<file path="src/core/smf_pkg.sv">
// package: index map, reset values and carrier types of the shared memory config bank
package smf_pkg;

	// ======================================================
	// configuration indices
	localparam logic [7:0] IDX_DEV_NUM  = 8'h07;
	localparam logic [7:0] IDX_ACTIVATE = 8'h30;
	localparam logic [7:0] IDX_IOB0_HI  = 8'h60;
	localparam logic [7:0] IDX_IOB0_LO  = 8'h61;
	localparam logic [7:0] IDX_IOB1_HI  = 8'h62;
	localparam logic [7:0] IDX_IOB1_LO  = 8'h63;
	localparam logic [7:0] IDX_IRQ_NUM  = 8'h70;
	localparam logic [7:0] IDX_IRQ_TYPE = 8'h71;
	localparam logic [7:0] IDX_SHM_CFG  = 8'hf4;
	localparam logic [7:0] IDX_UW_HI    = 8'hf5;
	localparam logic [7:0] IDX_UW_LO    = 8'hf6;
	localparam logic [7:0] IDX_UW_SIZE  = 8'hf7;
	localparam logic [7:0] IDX_BURST    = 8'hf8;

	// number that selects this logical device
	localparam logic [7:0] OWN_DEV_NUM = 8'h0f;

	// ======================================================
	// reset values and writable masks
	localparam logic [7:0] RST_ZERO   = 8'h00;
	localparam logic [7:0] RST_BURST  = 8'h18;
	localparam logic [7:0] MSK_IOB0_LO = 8'hf0;
	localparam logic [7:0] MSK_UW_SIZE = 8'h0f;
	localparam logic [7:0] MSK_BURST   = 8'h3f;

	// ======================================================
	// field positions of the shared memory configuration byte
	localparam int unsigned POS_FWH_ID_LSB = 4;
	localparam int unsigned POS_FWH_EN     = 3;
	localparam int unsigned POS_USER_EN    = 2;
	localparam int unsigned POS_EXT_BIOS   = 1;
	localparam int unsigned POS_HOST_MEM   = 0;

	// ======================================================
	// window decode and strap timing
	localparam logic [7:0] UW_SIZE_MAX  = 8'h05;
	localparam int unsigned WIN_LSB     = 16;
	localparam logic [1:0] STRAP_SETTLE = 2'h2;

	// ======================================================
	// carrier types
	typedef struct packed {
		logic       wr;
		logic       rd;
		logic [7:0] index;
		logic [7:0] wdata;
	} smf_cfg_req_type;

	typedef struct packed {
		logic       rvalid;
		logic       claim;
		logic [7:0] rdata;
	} smf_cfg_resp_type;

	typedef struct packed {
		logic [7:0]  activate;
		logic [15:0] io_base0;
		logic [3:0]  firmware_hub_id;
		logic        firmware_hub_decode_enable;
		logic        user_window_enable;
		logic        extended_bios_range_enable;
		logic        host_memory_decode_enable;
		logic [15:0] user_window_base;
		logic [3:0]  user_window_size_code;
		logic [1:0]  burst_threshold;
		logic [3:0]  idle_threshold;
	} smf_cfg_out_type;

	typedef struct packed {
		logic [7:0]       device_number;
		logic [7:0]       device_activate;
		logic [7:0]       io_base0_high;
		logic [7:0]       io_base0_low;
		logic [7:0]       shared_memory_config;
		logic [7:0]       user_window_base_high;
		logic [7:0]       user_window_base_low;
		logic [7:0]       user_window_size;
		logic [7:0]       host_memory_burst_control;
		logic             strap_meta;
		logic             strap_sync;
		logic [1:0]       strap_wait;
		logic             strap_done;
		smf_cfg_resp_type resp;
		logic             hit;
	} smf_state_type;

	localparam smf_state_type ST_RESET = '{
		host_memory_burst_control: RST_BURST,
		strap_wait:                2'h0,
		resp:                      '0,
		default:                   '0
	};

endpackage : smf_pkg

</file>
<file path="src/core/smf_config_bank.sv">
// file: host configuration bank of the shared memory and flash logical device
`timescale 1ns/1ps
`default_nettype none

module smf_config_bank (
	input  wire logic                      clk_sys,
	input  wire logic                      rst_n,
	input  wire logic                      shared_bios_strap,
	input  wire smf_pkg::smf_cfg_req_type  cfg_req,
	output smf_pkg::smf_cfg_resp_type      cfg_resp,
	input  wire logic                      mem_valid,
	input  wire logic [31:0]               mem_addr,
	output logic                           user_window_hit,
	output smf_pkg::smf_cfg_out_type       cfg_out
);

	// ======================================================
	// state and decode signals
	smf_pkg::smf_state_type st;
	smf_pkg::smf_state_type next_st;
	logic                   selected;
	logic                   sel_wr;
	logic                   sel_rd;
	logic                   dec_hit;
	logic [7:0]             read_value;
	logic [15:0]            user_base;

	// bank apart from the device number byte is reachable only under its own device number
	assign selected = (st.device_number == smf_pkg::OWN_DEV_NUM);
	assign sel_wr   = cfg_req.wr && selected;
	assign sel_rd   = cfg_req.rd && selected;
	assign user_base = {st.user_window_base_high, st.user_window_base_low};

	// ======================================================
	// window decoder
	smf_window_decode u_window (
		.enable    (st.shared_memory_config[smf_pkg::POS_USER_EN]),
		.base      (user_base),
		.size_code (st.user_window_size[3:0]),
		.addr      (mem_addr),
		.hit       (dec_hit)
	);

	// ======================================================
	// read mux
	always_comb begin
		read_value = smf_pkg::RST_ZERO;
		case (cfg_req.index)
			smf_pkg::IDX_DEV_NUM:  read_value = st.device_number;
			smf_pkg::IDX_ACTIVATE: read_value = st.device_activate;
			smf_pkg::IDX_IOB0_HI:  read_value = st.io_base0_high;
			smf_pkg::IDX_IOB0_LO:  read_value = st.io_base0_low;
			smf_pkg::IDX_SHM_CFG:  read_value = st.shared_memory_config;
			smf_pkg::IDX_UW_HI:    read_value = st.user_window_base_high;
			smf_pkg::IDX_UW_LO:    read_value = st.user_window_base_low;
			smf_pkg::IDX_UW_SIZE:  read_value = st.user_window_size;
			smf_pkg::IDX_BURST:    read_value = st.host_memory_burst_control;
			default:               read_value = smf_pkg::RST_ZERO;
		endcase
	end

	// ======================================================
	// next state
	always_comb begin
		next_st = st;

		// strap pin through two flops
		next_st.strap_meta = shared_bios_strap;
		next_st.strap_sync = st.strap_meta;

		// catch the strap once the synchroniser has settled
		if (!st.strap_done) begin
			if (st.strap_wait == smf_pkg::STRAP_SETTLE) begin
				next_st.strap_done = 1'b1;
				next_st.shared_memory_config[smf_pkg::POS_FWH_EN]   = st.strap_sync;
				next_st.shared_memory_config[smf_pkg::POS_HOST_MEM] = st.strap_sync;
			end else begin
				next_st.strap_wait = st.strap_wait + 2'h1;
			end
		end

		// host writes; device number is global, the rest need selection
		if (cfg_req.wr && (cfg_req.index == smf_pkg::IDX_DEV_NUM)) begin
			next_st.device_number = cfg_req.wdata;
		end else if (sel_wr) begin
			case (cfg_req.index)
				smf_pkg::IDX_ACTIVATE: begin
					next_st.device_activate = cfg_req.wdata;
				end
				smf_pkg::IDX_IOB0_HI: begin
					next_st.io_base0_high = cfg_req.wdata;
				end
				smf_pkg::IDX_IOB0_LO: begin
					next_st.io_base0_low = cfg_req.wdata & smf_pkg::MSK_IOB0_LO;
				end
				smf_pkg::IDX_SHM_CFG: begin
					next_st.shared_memory_config = cfg_req.wdata;
				end
				smf_pkg::IDX_UW_HI: begin
					next_st.user_window_base_high = cfg_req.wdata;
				end
				smf_pkg::IDX_UW_LO: begin
					next_st.user_window_base_low = cfg_req.wdata;
				end
				smf_pkg::IDX_UW_SIZE: begin
					next_st.user_window_size = cfg_req.wdata & smf_pkg::MSK_UW_SIZE;
				end
				smf_pkg::IDX_BURST: begin
					next_st.host_memory_burst_control = cfg_req.wdata & smf_pkg::MSK_BURST;
				end
				default: begin
					// read-only and unmapped indices drop the write
					next_st.device_activate = st.device_activate;
				end
			endcase
		end

		// read answer one cycle after the strobe
		next_st.resp.rvalid = cfg_req.rd;
		next_st.resp.claim  = cfg_req.rd &&
			(selected || (cfg_req.index == smf_pkg::IDX_DEV_NUM));
		next_st.resp.rdata  = next_st.resp.claim ? read_value : smf_pkg::RST_ZERO;

		// registered memory window hit
		next_st.hit = mem_valid && dec_hit;
	end

	// ======================================================
	// state register
	always_ff @(posedge clk_sys or negedge rst_n) begin
		if (!rst_n) begin
			st <= smf_pkg::ST_RESET;
		end else begin
			st <= next_st;
		end
	end

	// ======================================================
	// outputs, all from flops
	assign cfg_resp        = st.resp;
	assign user_window_hit = st.hit;

	always_comb begin
		cfg_out.activate                   = st.device_activate;
		cfg_out.io_base0                   = {st.io_base0_high, st.io_base0_low};
		cfg_out.firmware_hub_id            = st.shared_memory_config[smf_pkg::POS_FWH_ID_LSB +: 4];
		cfg_out.firmware_hub_decode_enable = st.shared_memory_config[smf_pkg::POS_FWH_EN];
		cfg_out.user_window_enable         = st.shared_memory_config[smf_pkg::POS_USER_EN];
		cfg_out.extended_bios_range_enable = st.shared_memory_config[smf_pkg::POS_EXT_BIOS];
		cfg_out.host_memory_decode_enable  = st.shared_memory_config[smf_pkg::POS_HOST_MEM];
		cfg_out.user_window_base           = user_base;
		cfg_out.user_window_size_code      = st.user_window_size[3:0];
		cfg_out.burst_threshold            = st.host_memory_burst_control[5:4];
		cfg_out.idle_threshold             = st.host_memory_burst_control[3:0];
	end

	// ======================================================
	// assertion helpers
	logic        wr_cfg_byte;
	logic        wdata_ext;
	logic [15:0] addr_page;

	assign wr_cfg_byte = sel_wr && (cfg_req.index == smf_pkg::IDX_SHM_CFG);
	assign wdata_ext   = cfg_req.wdata[smf_pkg::POS_EXT_BIOS];
	assign addr_page   = mem_addr[31:16];
endmodule : smf_config_bank

`default_nettype wire

</file>
<file path="src/core/smf_window_decode.sv">
// file: user memory window address match
`timescale 1ns/1ps
`default_nettype none

module smf_window_decode (
	input  wire logic        enable,
	input  wire logic [15:0] base,
	input  wire logic [3:0]  size_code,
	input  wire logic [31:0] addr,
	output logic             hit
);

	logic [15:0] bit_ok;

	// ======================================================
	// per page bit: masked below the size, else must match base
	genvar i;
	generate
		for (i = 0; i < 16; i++) begin : g_bit
			assign bit_ok[i] = (4'(i) < size_code) ||
				(addr[smf_pkg::WIN_LSB + i] == base[i]);
		end
	endgenerate

	// reserved size codes never match
	assign hit = enable && ({4'h0, size_code} <= smf_pkg::UW_SIZE_MAX) && (&bit_ok);

endmodule : smf_window_decode

`default_nettype wire

</file>
<file path="config.mk">
export PLATFORM = sky130hd
export DESIGN_NAME = smf_config_bank
export DESIGN_NICKNAME = d
export VERILOG_FILES = /design/src/core/smf_pkg.sv /design/src/core/smf_config_bank.sv /design/src/core/smf_window_decode.sv
export SDC_FILE = /design/constraint.sdc
export NUM_CORES = 1
export LEC_CHECK = 0
export ABC_AREA = 1
export BUFFER_PORTS_ARGS = -buffer_cell sky130_fd_sc_hd__buf_2
export CORE_MARGIN = 10
export CORE_UTILIZATION = 57
export DETAILED_ROUTE_END_ITERATION = 7
export PLACE_DENSITY = 0.94
export SLEW_MARGIN = 15
export SYNTH_ARGS = -nofsm -noshare
export SYNTH_HDL_FRONTEND = slang
export SYNTH_SLANG_ARGS = --single-unit
</file>
<file path="constraint.sdc">
create_clock -name clk_sys -period 4.15 [get_ports clk_sys]
set_input_delay 0 -clock clk_sys [delete_from_list [all_inputs] [get_ports clk_sys]]
set_output_delay 0 -clock clk_sys [all_outputs]
set_load 0.03 [all_outputs]
</file>
==> out/metrics.csv <==
stage,metric,value,unit
grt,largest net degree at the start of global routing,79,
finish,layout cells sized above 1,0.2476,
synthesis,Post-Syn Area,4546,µm²
floorplan,Rows,32,
floorplan,die outline height,109.3,µm
synthesis,mean post-synth cell area,7.864,µm²
synthesis,Yosys reg bits,78,
grt,first-pass GRT wire length,19820,µm
detailed_routing,ANT nets after route,0,
detailed_routing,Routed wire per std cell,17.04,µm
power,sw frac,0.2355,
cts,CTS buffer count,9,
worst_setup_path,WP buf/inv,1,
cts,CTS max path bufs,2,
sta,final hold slack,0.01880,ns
cts,clock sinks,78,
finish,synthesis-to-finish area growth,7.679,%
worst_setup_path,CP required,4.39,ns
worst_hold_path,cell count of the worst hold path,6,
worst_setup_path,cell mode on critical path,nand2_1,
synthesis,sequential element share of the synthesized area,0.4299,
power,LEAKAGE,2.635,nW
worst_setup_path,Critical R2R Launch,st[85]$_DFFE_PN0P_,
worst_setup_path,"delay-heaviest family, CP",simple AND/OR/NAND/NOR gates,
sta,RSZ-0062 raised after global routing,no,
worst_setup_path,critical path depth,8,
cts,clk slew on worst S/H paths,0.08,ns
grt,Total GRT Usage,0.2140,
floorplan,initial core utilization,0.5882,
worst_setup_path,flop2flop setup slack,2.45,ns
floorplan,Die Footprint,11950,µm²
grt,initial antenna violation count,0,
detailed_routing,via count,3896,
sta,achievable clock frequency,587.1,MHz
worst_setup_path,max incr delay on CP,0.41,ns
detailed_routing,iteration count of the initial detailed-routing pass,6,
synthesis,post-synthesis cell type count,27,
finish,nets,676,
power,sequential share of power,0.492,
power,combinational share of power,0.070,
cts,H-tree Lvls,3,
sta,# setup viols final,0,
worst_setup_path,crit end category,register,
cts,root buf cell,clkbuf_8,
floorplan,die width,109.3,µm
cts,"Clk Latency, worst-skew pair",0.36,ns
sta,Tmin final,1.703,ns
worst_setup_path,r2r worst-path depth,8,
sta,setup_tns,0,ns
worst_setup_path,crit path max fanout,12,
sta,Max-slew headroom,0.3538,
grt,GR Overflow Total,0,
worst_setup_path,"Arr. time, crit path",1.94,ns
sta,Fin Clk Skew,0.005495,ns
cts,Resize count post-CTS,0,
power,PwrDens,319.8,nW/µm²
worst_setup_path,crit path cell chain,nor2_1 > nand2_1 > nor2_4 > nand3_4 > inv_4 > nand2_2 > nand2_1 > o21ai_2,
worst_setup_path,R2R Path End,cfg_out[2]$_DFFE_PN0P_,
worst_hold_path,Worst Hold Class,in2reg,
flow_run,maxcap violations,0,
worst_hold_path,Hold Crit Endpoint,user_window_hit$_DFF_PN0_,
place,IO Port Bufs,102,
grt,vias in the first global route,3902,
floorplan,CORE AREA,7727,µm²
worst_setup_path,slowest cell on the critical path,dfrtp_1,
sta,crit share post-route,0.4105,
power,Clock Power Share,0.438,
sta,worst slew pin tran,0.9693,ns
run_status,status,"complete, no violations",
power,Worst VDD drop,0.1574,mV
sta,Fin. Hold Viols,0,
place,GPL Wtd Cong,0.9704,
worst_hold_path,hold_sp,mem_addr[30],
detailed_routing,first-iteration detailed-routing DRC count,372,
synthesis,Synth Instances,578,
finish,antenna diode count,0,
power,internal power,1.197,mW
floorplan,IO Count,123,
place,Final HPWL DP,9360,µm
cts,CTS tree,built,
power,NetSw,368.6,µW
worst_setup_path,kind of critical path,reg2reg,
worst_setup_path,CP startpoint kind,register,
detailed_routing,Vias/cell,5.352,
synthesis,YS warnings,0,
detailed_routing,DRC Markers,0,
detailed_routing,final wirelength,12400,µm
sta,Pins Over Slew Limit,0,
-- how the worst max path moves through the flow --
stage / start / to
after detailed placement: cfg_req[8] / cfg_resp[6]$_DFF_PN0_
after CTS: st[85]$_DFFE_PN0P_ / cfg_out[2]$_DFFE_PN0P_
after global placement: cfg_req[9] / cfg_resp[6]$_DFF_PN0_
final: st[85]$_DFFE_PN0P_ / cfg_out[2]$_DFFE_PN0P_
after global routing: st[84]$_DFFE_PN0P_ / cfg_out[9]$_DFFE_PN0P_
after floorplan: st[85]$_DFFE_PN0P_ / cfg_out[55]$_DFFE_PN0P_
-- final cells by class --
type | instances | area [µm²]
well taps | 102 | 127.6
clock inverters | 6 | 108.9
inverters | 67 | 254.0
repair buffers | 109 | 583.1
multi-input cells | 356 | 1739
clock buffers | 10 | 127.6
fillers | 652 | 2833
flip-flops and latches | 78 | 1954
-- Yosys cell counts, drive strengths merged --
master  instances  area, µm²
a21oi           7      35.03
a31oi           1      6.260
buf            80      609.3
conb            1      3.750
dfrtp          76       1902
dfstp           2      52.55
ha              1      12.51
inv            67      254.0
nand2         136      548.0
nand3          44      232.7
nand3b          1      7.510
nand4          13      81.33
nor2           59      259.0
o21ai          80      456.7
or2             1      6.260
xnor2           6      52.55
xor2            3      26.28
-- sequential cells by signal, summed over array words and instances (netlist names) --
register / count
user_window_hit: 1
st: 12
next_st: 1
cfg_resp: 10
cfg_out: 54
-- per-layer routing --
metal,GRT usage,up-vias,routed length (µm)
met2,0.3445,211,5860
li1,-,1851,-
met5,0,-,0
met3,0.07256,37,1342
met4,0.07621,0,323
met1,0.2629,1797,4875
-- layout by cell type, fill, tap and decap left out, drive strengths merged, types with 2 or more instances in the layout --
cell type	n
a21oi	7
buf	102
bufinv	3
clkbuf	10
clkinv	2
conb	4
dfrtp	76
dfstp	2
dlygate4sd3	7
inv	68
nand2	136
nand3	44
nand4	13
nor2	59
o21ai	80
xnor2	6
xor2	3
-- cell families (layout without fill, tap and decap cells) --
group           count (synthesis)  count (layout)  share of synthesized area
compound gates                 88              88                     0.1096
xor+xnor                        9               9                    0.01734
fa+ha+maj                       1               1                   0.002752
buf+inv                       147             192                     0.1899
flops                          78              78                     0.4299
other cells                     1               4                  0.0008250
simple gates                  254             254                     0.2497
-- power groups by stage --
stage	sequential (mW)	combinational [mW]	clock, mW
final	0.770	0.110	0.686
after global routing	0.771	0.121	0.723
after CTS	0.770	0.109	0.683
after detailed placement	0.785	0.103	0
after global placement	0.784	0.0988	0
after floorplan	0.784	0.0556	0
-- worst register-to-register path: cells and delay by family (launching register included) --
| family | cells | cell delay (ns) |
|---|---|---|
| buffers and inverters | 1 | 0.17 |
| AND/OR/NAND/NOR | 6 | 0.93 |
| AO/OA/AOI/OAI | 1 | 0.06 |
| flip-flops | 1 | 0.41 |
-- timing repair --
item / CTS / global route
buffers inserted: 0 / 0
hold buffers: 7 / 0
hold endpoints to repair: 86 / 0
-- through the flow --
| step | cell area, µm² | std cells | worst slack [ns] | power (mW) | util |
|---|---|---|---|---|---|
| 3_5_place_dp | 4588 | 705 | 2.380 | 0.8882 | 0.5938 |
| 4_1_cts | 4895 | 728 | 2.481 | 1.562 | 0.6334 |
| 5_1_grt | 4895 | 728 | 2.369 | 1.615 | 0.6334 |
| 6_report | 4895 | 728 | 2.447 | 1.565 | 0.6334 |
| 2_1_floorplan | 4557 | 581 | 2.762 | 0.8393 | - |
| 3_3_place_gp | 4588 | 705 | 2.484 | 0.8832 | 0.5938 |
Power figures use the tool's default switching activity.
